File: src/hdl/dct_pkg.sv
// package for the dual counter/timer block: modes, field layouts, constants
// assumes one system clock domain; register access is by plain ports
package dct_pkg;

  // timer modes held in the two-bit mode field
  typedef enum logic [1:0] {
    DCT_MODE_13BIT  = 2'h0,
    DCT_MODE_16BIT  = 2'h1,
    DCT_MODE_RELOAD = 2'h2,
    DCT_MODE_IDLE   = 2'h3
  } dct_mode_t;

  // per-timer nibble of the mode register: gate, counter select, mode
  typedef struct packed {
    logic      gate_select;
    logic      counter_select;
    dct_mode_t mode;
  } dct_tmode_t;

  // byte write strobes with data for one timer's count register
  typedef struct packed {
    logic       wr_low;
    logic       wr_high;
    logic [7:0] wdata;
  } dct_cnt_wr_t;

  // pre-scaler select codes and division ratios
  localparam logic [1:0] DCT_SCALE_DIV12 = 2'h0;
  localparam logic [1:0] DCT_SCALE_DIV4  = 2'h1;
  localparam logic [1:0] DCT_SCALE_DIV48 = 2'h2;
  localparam int         DCT_DIV12       = 12;
  localparam int         DCT_DIV4        = 4;
  localparam int         DCT_DIV48       = 48;
  localparam int         DCT_PRE_W       = 6;

  // mode register bit positions for timer a (timer b sits four bits higher)
  localparam int DCT_TIMER_MODE_REG_MODE_LSB = 0;
  localparam int DCT_TIMER_MODE_REG_CT_BIT   = 2;
  localparam int DCT_TIMER_MODE_REG_GATE_BIT = 3;
  localparam int DCT_TIMER_MODE_REG_B_OFFSET = 4;

  // control register bit positions
  localparam int DCT_TIMER_CONTROL_REG_RUN_A  = 4;
  localparam int DCT_TIMER_CONTROL_REG_OVF_A  = 5;
  localparam int DCT_TIMER_CONTROL_REG_RUN_B  = 6;
  localparam int DCT_TIMER_CONTROL_REG_OVF_B  = 7;
  // clock control register bit positions
  localparam int DCT_CLOCK_CONTROL_REG_CLK_A = 3;
  localparam int DCT_CLOCK_CONTROL_REG_CLK_B = 4;

  // reset values and count limits
  localparam logic [15:0] DCT_COUNT_RESET = 16'h0000;
  localparam logic [12:0] DCT_MAX13       = 13'h1fff;
  localparam logic [7:0]  DCT_MAX8        = 8'hff;

endpackage : dct_pkg

File: src/hdl/dct_prescaler.sv
// shared pre-scaler: one-cycle tick every 12, 4 or 48 system clocks
// assumes the select input is steady between changes by software
`timescale 1ns/1ns
module dct_prescaler
  import dct_pkg::*;
(
  input  wire logic       clock,
  input  wire logic       rst_n,
  input  wire logic [1:0] prescale_select,
  output logic            tick
);

  logic [DCT_PRE_W-1:0] count;
  logic [DCT_PRE_W-1:0] limit;
  logic                 wrap;

  // terminal count per select; code 11 falls back to divide by 12
  assign limit = (prescale_select == DCT_SCALE_DIV4)  ? DCT_PRE_W'(DCT_DIV4 - 1)  :
                 (prescale_select == DCT_SCALE_DIV48) ? DCT_PRE_W'(DCT_DIV48 - 1) :
                                                        DCT_PRE_W'(DCT_DIV12 - 1);
  assign wrap  = (count >= limit);

  // free-running divider; >= makes a shrinking limit recover at once
  always_ff @(posedge clock or negedge rst_n)
  begin
    if (!rst_n)
    begin
      count <= '0;
      tick  <= 1'b0;
    end
    else
    begin
      count <= wrap ? '0 : count + DCT_PRE_W'(1);
      tick  <= wrap;
    end
  end

endmodule : dct_prescaler

File: src/hdl/dct_input_sync.sv
// two-stage synchroniser plus falling edge detect for one external input
// assumes the far side holds each level at least two system clocks
`timescale 1ns/1ns
module dct_input_sync
  import dct_pkg::*;
(
  input  wire logic clock,
  input  wire logic rst_n,
  input  wire logic pin,
  output logic      level,
  output logic      fall
);

  logic meta;
  logic prev;

  // first stage feeds only the second stage
  always_ff @(posedge clock or negedge rst_n)
  begin
    if (!rst_n)
    begin
      meta  <= 1'b1;
      level <= 1'b1;
      prev  <= 1'b1;
    end
    else
    begin
      meta  <= pin;
      level <= meta;
      prev  <= level;
    end
  end

  // falling edge from two successive synchronised samples
  assign fall = prev & ~level;

endmodule : dct_input_sync

File: src/hdl/dct_timers.sv
// dual 8051-style counter/timer pair with 13-bit, 16-bit and 8-bit reload modes
// assumes all inputs synchronous to clock except the pins, which are synchronised here
// Behaviour
// - each timer holds a 16-bit count written and read as a low byte and a high byte.
// - each timer takes its mode from its own two-bit field; run and overflow sit in control.
// - 13-bit mode uses the high byte plus low bits 4..0; low bits 7..5 are don't care.
// - a 13-bit roll-over from 0x1fff to 0 sets the timer's overflow flag.
// - with counter select set the timer counts falling edges of its event pin.
// - in timer operation clock select 1 counts system clocks, 0 counts the pre-scaled tick.
// - the pre-scaler divides the system clock by 12, 4 or 48 per the scale select.
// - counter operation increments once per falling edge, up to a quarter of the clock rate.
// - a timer counts only when run is set and gate is clear or the gating input is active.
// - timer b uses the second gating input with its own polarity, otherwise like timer a.
// - setting run leaves the count untouched; counting resumes from the held value.
// - 16-bit mode uses all sixteen bits with the same enabling and sets overflow on roll-over.
// - 8-bit reload mode counts the low byte and reloads it from the high byte on overflow.
// - an overflow requests an interrupt only when that timer's enable bit is set.
`timescale 1ns/1ns
module dct_timers
  import dct_pkg::*;
(
  input  wire logic        clock,
  input  wire logic        rst_n,
  input  wire logic [7:0]  timer_mode_reg,
  input  wire logic        run_bit_a,
  input  wire logic        run_bit_b,
  input  wire logic        clock_select_a,
  input  wire logic        clock_select_b,
  input  wire logic [1:0]  prescale_select,
  input  wire logic        gating_polarity_a,
  input  wire logic        gating_polarity_b,
  input  wire logic        irq_enable_a,
  input  wire logic        irq_enable_b,
  input  wire logic        event_pin_a,
  input  wire logic        event_pin_b,
  input  wire logic        gating_input_a,
  input  wire logic        gating_input_b,
  input  wire dct_cnt_wr_t count_wr_a,
  input  wire dct_cnt_wr_t count_wr_b,
  input  wire logic        clear_overflow_a,
  input  wire logic        clear_overflow_b,
  output logic [7:0]       count_low_byte_a,
  output logic [7:0]       count_high_byte_a,
  output logic [7:0]       count_low_byte_b,
  output logic [7:0]       count_high_byte_b,
  output logic             overflow_flag_a,
  output logic             overflow_flag_b,
  output logic             irq_request_a,
  output logic             irq_request_b
);

  // split mode register into per-timer fields
  dct_tmode_t tmode_a;
  dct_tmode_t tmode_b;
  assign tmode_a = dct_tmode_t'(timer_mode_reg[DCT_TIMER_MODE_REG_B_OFFSET-1:0]);
  assign tmode_b = dct_tmode_t'(timer_mode_reg[7:DCT_TIMER_MODE_REG_B_OFFSET]);

  // shared pre-scaler and input conditioning
  logic pre_tick;
  logic ev_fall_a;
  logic ev_fall_b;
  logic gate_lvl_a;
  logic gate_lvl_b;

  dct_prescaler u_pre (
    .clock           (clock),
    .rst_n           (rst_n),
    .prescale_select (prescale_select),
    .tick            (pre_tick)
  );

  dct_input_sync u_ev_a (
    .clock (clock),
    .rst_n (rst_n),
    .pin   (event_pin_a),
    .level (),
    .fall  (ev_fall_a)
  );

  dct_input_sync u_ev_b (
    .clock (clock),
    .rst_n (rst_n),
    .pin   (event_pin_b),
    .level (),
    .fall  (ev_fall_b)
  );

  dct_input_sync u_gt_a (
    .clock (clock),
    .rst_n (rst_n),
    .pin   (gating_input_a),
    .level (gate_lvl_a),
    .fall  ()
  );

  dct_input_sync u_gt_b (
    .clock (clock),
    .rst_n (rst_n),
    .pin   (gating_input_b),
    .level (gate_lvl_b),
    .fall  ()
  );

  // enable: run and (no gate or gating input at its chosen level)
  logic enable_a;
  logic enable_b;
  assign enable_a = run_bit_a &
                    (~tmode_a.gate_select | (gate_lvl_a == gating_polarity_a));
  assign enable_b = run_bit_b &
                    (~tmode_b.gate_select | (gate_lvl_b == gating_polarity_b));

  // count source: pin falls, or system clock / pre-scaled tick
  logic inc_a;
  logic inc_b;
  assign inc_a = enable_a & (tmode_a.counter_select ? ev_fall_a
                             : (clock_select_a ? 1'b1 : pre_tick));
  assign inc_b = enable_b & (tmode_b.counter_select ? ev_fall_b
                             : (clock_select_b ? 1'b1 : pre_tick));

  // next count and overflow per mode for each timer
  logic [15:0] cnt_a;
  logic [15:0] cnt_b;
  logic [15:0] next_cnt_a;
  logic [15:0] next_cnt_b;
  logic        ovf_a;
  logic        ovf_b;

  always_comb
  begin
    next_cnt_a = cnt_a;
    ovf_a      = 1'b0;
    if (inc_a)
    begin
      case (tmode_a.mode)
        DCT_MODE_13BIT:
        begin
          ovf_a      = ({cnt_a[15:8], cnt_a[4:0]} == DCT_MAX13);
          if (!ovf_a)
            next_cnt_a = (cnt_a[4:0] == 5'h1f)
                         ? {cnt_a[15:8] + 8'h01, cnt_a[7:5], 5'h00}
                         : {cnt_a[15:5], cnt_a[4:0] + 5'h01};
          else
            next_cnt_a = {8'h00, cnt_a[7:5], 5'h00};
        end
        DCT_MODE_16BIT:
        begin
          ovf_a      = (cnt_a == 16'hffff);
          next_cnt_a = cnt_a + 16'h0001;
        end
        DCT_MODE_RELOAD:
        begin
          ovf_a      = (cnt_a[7:0] == DCT_MAX8);
          next_cnt_a = ovf_a ? {cnt_a[15:8], cnt_a[15:8]}
                             : {cnt_a[15:8], cnt_a[7:0] + 8'h01};
        end
        default: next_cnt_a = cnt_a;  // split mode not built: holds
      endcase
    end
  end

  always_comb
  begin
    next_cnt_b = cnt_b;
    ovf_b      = 1'b0;
    if (inc_b)
    begin
      case (tmode_b.mode)
        DCT_MODE_13BIT:
        begin
          ovf_b = ({cnt_b[15:8], cnt_b[4:0]} == DCT_MAX13);
          if (!ovf_b)
            next_cnt_b = (cnt_b[4:0] == 5'h1f)
                         ? {cnt_b[15:8] + 8'h01, cnt_b[7:5], 5'h00}
                         : {cnt_b[15:5], cnt_b[4:0] + 5'h01};
          else
            next_cnt_b = {8'h00, cnt_b[7:5], 5'h00};
        end
        DCT_MODE_16BIT:
        begin
          ovf_b      = (cnt_b == 16'hffff);
          next_cnt_b = cnt_b + 16'h0001;
        end
        DCT_MODE_RELOAD:
        begin
          ovf_b      = (cnt_b[7:0] == DCT_MAX8);
          next_cnt_b = ovf_b ? {cnt_b[15:8], cnt_b[15:8]}
                             : {cnt_b[15:8], cnt_b[7:0] + 8'h01};
        end
        default: next_cnt_b = cnt_b;  // mode 3 stops timer b
      endcase
    end
  end

  // software byte writes win over a count in the same cycle; run never touches the count
  always_ff @(posedge clock or negedge rst_n)
  begin
    if (!rst_n)
    begin
      cnt_a <= DCT_COUNT_RESET;
      cnt_b <= DCT_COUNT_RESET;
    end
    else
    begin
      cnt_a[7:0]  <= count_wr_a.wr_low  ? count_wr_a.wdata : next_cnt_a[7:0];
      cnt_a[15:8] <= count_wr_a.wr_high ? count_wr_a.wdata : next_cnt_a[15:8];
      cnt_b[7:0]  <= count_wr_b.wr_low  ? count_wr_b.wdata : next_cnt_b[7:0];
      cnt_b[15:8] <= count_wr_b.wr_high ? count_wr_b.wdata : next_cnt_b[15:8];
    end
  end

  assign count_low_byte_a  = cnt_a[7:0];
  assign count_high_byte_a = cnt_a[15:8];
  assign count_low_byte_b  = cnt_b[7:0];
  assign count_high_byte_b = cnt_b[15:8];

  // sticky overflow flags: a new overflow beats a clear in the same cycle
  always_ff @(posedge clock or negedge rst_n)
  begin
    if (!rst_n)
    begin
      overflow_flag_a <= 1'b0;
      overflow_flag_b <= 1'b0;
      irq_request_a   <= 1'b0;
      irq_request_b   <= 1'b0;
    end
    else
    begin
      overflow_flag_a <= ovf_a | (overflow_flag_a & ~clear_overflow_a);
      overflow_flag_b <= ovf_b | (overflow_flag_b & ~clear_overflow_b);
      irq_request_a   <= irq_enable_a & (ovf_a | (overflow_flag_a & ~clear_overflow_a));
      irq_request_b   <= irq_enable_b & (ovf_b | (overflow_flag_b & ~clear_overflow_b));
    end
  end
endmodule : dct_timers

File: config.mk
export PLATFORM = sky130hd
export DESIGN_NAME = dct_timers
export DESIGN_NICKNAME = d
export VERILOG_FILES = /design/src/hdl/dct_pkg.sv /design/src/hdl/dct_prescaler.sv /design/src/hdl/dct_input_sync.sv /design/src/hdl/dct_timers.sv
export SDC_FILE = /design/constraint.sdc
export NUM_CORES = 1
export LEC_CHECK = 0
export ABC_CLOCK_PERIOD_IN_PS = 4800
export BUFFER_PORTS_ARGS = -buffer_cell sky130_fd_sc_hd__buf_2
export CAP_MARGIN = 40
export CORE_ASPECT_RATIO = 0.75
export CORE_MARGIN = 2
export CORE_UTILIZATION = 55
export CTS_CLUSTER_DIAMETER = 150
export DETAILED_ROUTE_END_ITERATION = 8
export PLACE_DENSITY = 0.88
export RECOVER_POWER = 50
export SYNTH_ARGS = -nofsm -noshare
export SYNTH_HDL_FRONTEND = slang
export SYNTH_SLANG_ARGS = --single-unit
File: constraint.sdc
create_clock -name clock -period 4.8 [get_ports clock]
set_clock_uncertainty 0.15 [all_clocks]
set_input_delay 0.48 -clock clock [delete_from_list [all_inputs] [get_ports clock]]
set_output_delay 0.48 -clock clock [all_outputs]
set_load 0.01 [all_outputs]
# After elaboration in Yosys (flattened, before gate mapping)
# Cells that the tools add are included.
# totals
elab_cells	117
regBits	53
# op_classes
n_mux	25
reduce_logical	18
order_cmp	1
n_eq_ne	22
addsub	9
n_bitwise	20
# op_table
operator	n
$mux 16	6
$pmux 16 s3	2
$mux 8	6
$add 16x1->16 const B	2
$add 8x1->8 const B	4
$eq 16x16->1 const B	2
$eq 13x13->1 const B	2
$mux 6	3
$eq 8x8->1 const B	2
$reduce_bool 3->1	4
$add 5x1->5 const B	2
$and 1x1->1	10
$eq 5x5->1 const B	2
$ne 2x2->1 const B	4
$ne 4x4->1 const B	2
$reduce_and 4->1	2
$reduce_bool 2->1	4
$reduce_bool 4->1	2
$add 6x1->6 const B	1
$eq 2x1->1 const B	3
$eq 2x2->1 const B	3
$ge 6x6->1	1
$mux 1	6
$not 1->1	6
6 further kinds	14

# Depth between registers and ports, before layout
# Gate-level depths: netlist (run 1).
# logic_depth
ltp_word	7
depth_mapped	9
ltp_nobuf	8

# Hierarchy
# A second synthesis (run 1) with hierarchy kept.
# hier_totals
hier_cells	468
area_unflattened_um2	4023.9
# by_module_without_submodules
module	cells_per_inst	instances	area_each_um2
dct_timers	419	1	3298.2
dct_input_sync	4	4	92.6
dct_prescaler	33	1	355.3

# Worst setup path before layout (run 1)
# Ideal clock, no wire load.
# synth_timing
path_type	flip-flop to flip-flop
startpoint	register cnt_a[0]
endpoint	register cnt_a[10]
stages_incl_launch_ff	9
setup_time_ps	77
path_slack_ps	2090
arrival_time_ps	2483
n_path_buf	1
path_cell_list	dfrtp_1 -> ha_1 -> nand4_2 -> nor4_4 -> nor3b_2 -> or4_4 -> buf_6 -> or3_1 -> a21oi_1
# synth_via
elab_chain_len	5
# synth_rtl
element	line	text
start, declared	dct_timers.sv:121	logic [15:0] cnt_a;
start signal, assigned	dct_timers.sv:204	cnt_a[7:0] <= count_wr_a.wr_low ? count_wr_a.wdata : next_cnt_a[7:0];
parallel branches: the longest is 5 deep, another holds $add 16x1->16	--	
# Parallel ways; which one is timed is not known. The select of a mux whose other input is x is not followed.
# A chain may end at the register's enable or synchronous reset.

==> results of run 1 <==
-- flip-flops by register name, summed over array words and instances (netlist names) --
| signal | count |
|---|---|
| irq_request_a | 1 |
| overflow_flag_b | 1 |
| u_ev_b.meta | 1 |
| u_gt_b.level | 1 |
| cnt_a | 16 |
| overflow_flag_a | 1 |
| u_pre.tick | 1 |
| u_ev_a.level | 1 |
| u_gt_b.meta | 1 |
| irq_request_b | 1 |
| u_pre.count | 6 |
| cnt_b | 16 |
| u_gt_a.meta | 1 |
| u_gt_a.level | 1 |
| u_ev_a.meta | 1 |
| u_ev_b.prev | 1 |
| u_ev_b.level | 1 |
| u_ev_a.prev | 1 |
-- final timing paths --
| check | to | slack [ps] | cells past startpoint |
|---|---|---|---|
| worst max-delay path | cnt_b[14] | 1850 | 2 |
| worst min-delay path | u_gt_a.meta | 90 | 1 |
| worst max register to register | cnt_b[14] | 1850 | 7 |
| worst min register to register | u_ev_a.level | 210 | 0 |
| max in group clock | cnt_b[14] | 1850 | 7 |
| min in group asynchronous | cnt_a[1] | 1030 | 2 |
-- where the power goes --
part,internal [mW],switching (mW)
clock,0.110,0.171
combinational,0.157,0.210
sequential,0.507,0.0900
total,0.774,0.470
-- area by class of cell --
cell class | count | area share (%)
multi-input combinational | 359 | 53.53
sequential | 53 | 31.10
clock inverter | 3 | 0.6684
clock buffer | 5 | 1.598
timing repair buffer | 82 | 9.271
inverter | 16 | 1.395
tap | 84 | 2.441
-- placed cells by master, fill, tap and decap left out, drive strengths merged, types with 3 or more instances in the layout --
master  synthesis  layout
a22oi           3       3
dfrtp          43      43
nand2b          4       4
nand2          46      46
and2            7       7
a21o            4       4
a21oi          34      34
or3             3       3
a31o            3       3
and3            8       8
o31ai          10      10
clkbuf         17      14
a311oi          3       3
o21a            4       4
o32ai           3       3
nand3          20      20
a211oi          4       4
xnor2           5       5
a31oi           4       4
mux2i          11      11
a22o            6       6
nand4           3       3
buf             1      73
inv            15      17
o21ai          29      29
o211ai          5       5
nor3           14      14
nor4            6       6
nor2           43      43
ha             18      18
and4            4       4
xor2            9       9
nor2b          11      11
dfstp          10      10
-- metal layers --
layer	up-vias	wire length, um
met1	1819	5001
met5	-	0
li1	1789	-
met4	0	126
met2	254	4546
met3	17	1266
-- logic make-up (layout without fill, tap and decap cells) --
family                   count (synthesis)  count (layout)
AND/OR/NAND/NOR                        175             175
adder cells (fa/ha/maj)                 18              18
multiplexers                            13              13
AO/OA/AOI/OAI                          139             139
buffers and inverters                   34             106
XOR/XNOR                                14              14
flip-flops                              53              53
-- through the flow --
step,setup WS [ps],cell area (um^2),instances,utilization (%),total power [mW]
floorplan,2090,3781,446,-,0.8267
global placement,2073,4222,594,62.69,0.9496
detailed placement,1936,4222,594,62.69,0.9672
CTS,1905,4319,602,64.14,1.250
global route,1241,4305,602,63.94,1.326
finish,1845,4305,602,63.94,1.244
==> flow_metrics.env, run 1 <==
export IMPL_outcome="complete, but fails checks"
export IMPL_violations="max-capacitance violations, max-slew violations"
export IMPL_post_cts_buffers=0
export IMPL_report_final_slew_viol_count=54
export IMPL_rsz0062_at_grt="false"
export IMPL_period_minus_slack_ps=2955
export IMPL_vdd_drop_max_uv=198.4
export IMPL_synth_edf_count=0
export IMPL_power_per_cell_area_nw_per_um2=289.0
export IMPL_grt_remaining_overflow=0
export IMPL_synth_adder_area_share_pct=5.956
export IMPL_synth_top_family_by_area="compound AO/OA/AOI/OAI gates"
export IMPL_track_usage_pct=29.83
export IMPL_vias_per_cell=6.444
export IMPL_hold_slack_ps=92.44
export IMPL_hold_violations=0
export IMPL_crit_chain="buf_2 > clkbuf_1"
export IMPL_hpwl_mm=8.407
export IMPL_hold_buffers=0
export IMPL_p_leak_nw=1.956
export IMPL_vias=3879
export IMPL_crit_required_ps=4470
export IMPL_async_flop_share_pct=100.0
export IMPL_path_max_fanout=53
export IMPL_endpoint_kind="async pin"
export IMPL_initial_utilization_pct=56.15
export IMPL_grt_max_degree=54
export IMPL_routed_wl_mm=10.94
export IMPL_synth_top_area_cell="dfrtp_1"
export IMPL_n_antenna_cell=0
export IMPL_slowest_stage="clkbuf_1"
export IMPL_period_share_pct=61.56
export IMPL_cap_viol_max_count=1
export IMPL_max_slew_worst_pin_slew_ps=2887
export IMPL_core_um2=6734
export IMPL_dr_pass1_iters=5
export IMPL_critPathTopFamily="buffers and inverters"
export IMPL_clk_path_buf_depth=2
export IMPL_synth_avg_cell_area_um2=8.478
export IMPL_worstSetupStartpointType="primary input"
export IMPL_hp_start="gating_input_a"
export IMPL_die_y_um=75.81
export IMPL_timing_rr_start="cnt_b[0]"
export IMPL_critical_path_class="primary input to async pin"
export IMPL_grt_pass1_wl_mm=17.73
export IMPL_synth_xor_area_share_pct=3.243
export IMPL_io_pins=82
export IMPL_layout_drive_gt1_share_pct=20.08
export IMPL_setup_viol=0
export IMPL_cts_htree_levels=2
export IMPL_busiest_layer="met1"
export IMPL_cts_sinks=53
export IMPL_die_w_um=99.74
export IMPL_post_cts_resized=0
export IMPL_hold_class="primary input to register"
export IMPL_crit_start="rst_n"
export IMPL_cts_root_buf="clkbuf_8"
export IMPL_timing_setup_tns_ps=0
export IMPL_synth_most_common_cell="nand2_1"
export IMPL_syn_nets=510
export IMPL_grt_util_met1_pct=46.70
export IMPL_ys_flop_type="dfrtp_1"
export IMPL_final_antenna_net_count=0
export IMPL_synthesis_area_um2=3781
export IMPL_worst_path_buf_inv=2
export IMPL_cp_arrival_ps=2620
export IMPL_n_fill_cell=568
export IMPL_cts_tree="done"
export IMPL_synth_commonest_cells="nand2_1, dfrtp_1, nor2_1"
export IMPL_cts_made_buffers=5
export IMPL_yosys_top_cells_area="dfrtp_1, dfstp_2, ha_1"
export IMPL_drc=0
export IMPL_grt_antenna_before_repair=0
export IMPL_rows=26
export IMPL_multiInputGateArea_um2=2305
export IMPL_max_slew_margin_rel_pct=-92.46
export IMPL_yosysWarnings=0
export IMPL_gp_congestion=0.9735
export IMPL_synth_cells=446
export IMPL_post_drt_wl_per_cell_um=18.17
export IMPL_critPathMaxStageDelay_ps=2040
export IMPL_yosysUniqueCellTypes=65
export IMPL_synthToLayoutAreaGrowth_pct=13.87
export IMPL_clock_fmax_ghz=0.3384
export IMPL_muxShareOfSynthArea_pct=3.508
export IMPL_port_buffer_count=81
export IMPL_grt_pass1_vias=3407
export IMPL_drt_iter0_drc=444
export IMPL_met3_usage_pct=6.881
export IMPL_dieArea_um2=7561
export IMPL_yosysTopAreaCellShare_pct=28.46
export IMPL_clock_latency_ps=320
export IMPL_ys_ff_latch=53
export IMPL_clk_pin_slew_worst_paths_ps=110
export IMPL_final_seq_area_um2=1339
export IMPL_grtUsageMet2_pct=41.07
export IMPL_synth_compound_area_share_pct=24.72
export IMPL_seq_area_frac_synth_pct=35.41
export IMPL_nets=581
export IMPL_synthSimpleGateAreaFrac_pct=23.53
(Power assumes the default switching activity.)
==> inputs of run 2 (changes only) <==
- ABC_CLOCK_PERIOD_IN_PS: 4800 -> 2700
- CORE_UTILIZATION: 55 -> 50
- PLACE_DENSITY: 0.88 -> 0.84
- clock period: 4.8 -> 2.7 ns (I/O delays scaled with it)
==> flow_metrics.env, run 2 (synthesis gave the netlist of run 1 again) <==
export IMPL_outcome="finished clean"
export IMPL_post_cts_buffers=0
export IMPL_clk_path_buf_depth=2
export IMPL_power_per_cell_area_nw_per_um2=499.3
export IMPL_most_common_layout_cells="buf_2, nand2_1, nor2_1"
export IMPL_crit_required_ps=2790
export IMPL_clock_fmax_ghz=0.3945
export IMPL_grt_max_degree=24
export IMPL_p_leak_nw=2.039
export IMPL_crit_chain="ha_2 > nand4_2 > nor4_4 > nor3b_2 > or4_4 > or3_1 > a21oi_1"
export IMPL_core_um2=7331
export IMPL_initial_utilization_pct=51.58
export IMPL_gp_congestion=1.017
export IMPL_grt_antenna_before_repair=0
export IMPL_cts_tree="done"
export IMPL_worstSetupStartpointType="register"
export IMPL_die_y_um=79.31
export IMPL_critPathTopFamily="simple AND/OR/NAND/NOR gates"
export IMPL_nets=600
export IMPL_endpoint_kind="register"
export IMPL_period_share_pct=93.88
export IMPL_report_final_slew_viol_count=0
export IMPL_report_power_total_mw=2.241
export IMPL_cts_root_buf="clkbuf_8"
export IMPL_grt_remaining_overflow=0
export IMPL_cts_htree_levels=2
export IMPL_routed_wl_mm=11.36
export IMPL_vdd_drop_max_uv=434.7
export IMPL_timing_setup_tns_ps=0
export IMPL_hold_violations=0
export IMPL_critPathMaxStageDelay_ps=560
export IMPL_io_pins=82
export IMPL_die_w_um=104.4
export IMPL_final_cell_count_no_fill=638
export IMPL_cap_viol_max_count=0
export IMPL_final_antenna_net_count=0
export IMPL_drc=0
export IMPL_synthToLayoutAreaGrowth_pct=18.73
export IMPL_cp_arrival_ps=2630
export IMPL_rsz0062_at_grt="false"
export IMPL_dieArea_um2=8281
export IMPL_max_slew_margin_rel_pct=41.39
export IMPL_period_minus_slack_ps=2535
export IMPL_grt_pass1_wl_mm=18.49
export IMPL_setup_viol=0
export IMPL_slowest_stage="or4_4"
export IMPL_post_drt_wl_per_cell_um=17.81
export IMPL_vias_per_cell=6.234
export IMPL_dr_pass1_iters=5
export IMPL_path_max_fanout=9
export IMPL_drt_iter0_drc=535
export IMPL_max_slew_worst_pin_slew_ps=879.2
export IMPL_hpwl_mm=8.642
export IMPL_grt_pass1_vias=3757
export IMPL_vias=3977
export IMPL_post_place_cells=624
export IMPL_cts_made_buffers=5
export IMPL_track_usage_pct=27.52
export IMPL_worst_path_buf_inv=0
export IMPL_port_buffer_count=81
export IMPL_cts_sinks=53
export IMPL_clk_pin_slew_worst_paths_ps=110
export IMPL_layout_drive_gt1_share_pct=22.16
export IMPL_rows=27
export IMPL_layout_commonest_cell="buf_2"
export IMPL_hold_class="primary input to register"
export IMPL_reg_top3="cnt_a x16, cnt_b x16, u_pre.count x6"
export IMPL_critical_path_class="register to register"
export IMPL_clock_latency_ps=310
export IMPL_n_antenna_cell=0
run 2: changes by cell type in the layout (fill, tap and decap cells not counted), sizes merged:
cell / delta
inv: -1
clkbuf: +3
buf: +11
dlygate4sd3: +6
run 2: area by class of cell:
| cell class | count | area [um^2] |
|---|---|---|
| Inverter | 16 | 60.06 |
| Tap cell | 101 | 126.4 |
| Clock buffer | 6 | 82.58 |
| Clock inverter | 2 | 17.52 |
| Multi-Input combinational cell | 359 | 2310 |
| Sequential cell | 53 | 1340 |
| Fill cell | 672 | 2841 |
| Timing Repair Buffer | 101 | 553.0 |
run 2: layer usage:
metal	wire (um)	GRT usage (%)
met1	5019	40.23
met2	4880	41.24
met3	1240	5.665
met4	223	7.432
met5	0	0
run 2: path summary, 6_finish.rpt:
check                           cells past startpoint  slack, ps         endpoint        startpoint
worst max-delay path                                7        170        cnt_a[10]          cnt_a[1]
worst min-delay path                                2         10  overflow_flag_b  clear_overflow_b
worst max register to register                      7        170        cnt_a[10]          cnt_a[1]
worst min register to register                      0        210     u_gt_a.level       u_gt_a.meta
max in group asynchronous                           3        710    irq_request_b             rst_n
min in group asynchronous                           2        430        cnt_a[11]             rst_n
run 2: report_power, final:
part | internal (mW) | switching (mW)
combinational | 0.301 | 0.395
sequential | 0.903 | 0.148
clock | 0.214 | 0.280
total | 1.42 | 0.823
run 2: what timing repair did:
action,CTS,global route
endpoints found under the setup margin,0,6
gates resized for setup,0,3
hold buffers,6,0
hold endpoints to repair,18,0
run 2: per-stage QoR:
stage | hold slack, ps | util [%] | setup WS, ps | instance area [um^2]
after CTS | 0.03247 | 61.39 | 89.78 | 4501
final | 11.03 | 61.24 | 165.3 | 4489
after global placement | 55.10 | 59.21 | 220.3 | 4340
after detailed placement | 62.00 | 59.21 | 111.0 | 4340
after floorplan | -175.6 | - | 4.656 | 3781
after global routing | 7.141 | 61.24 | 41.91 | 4489
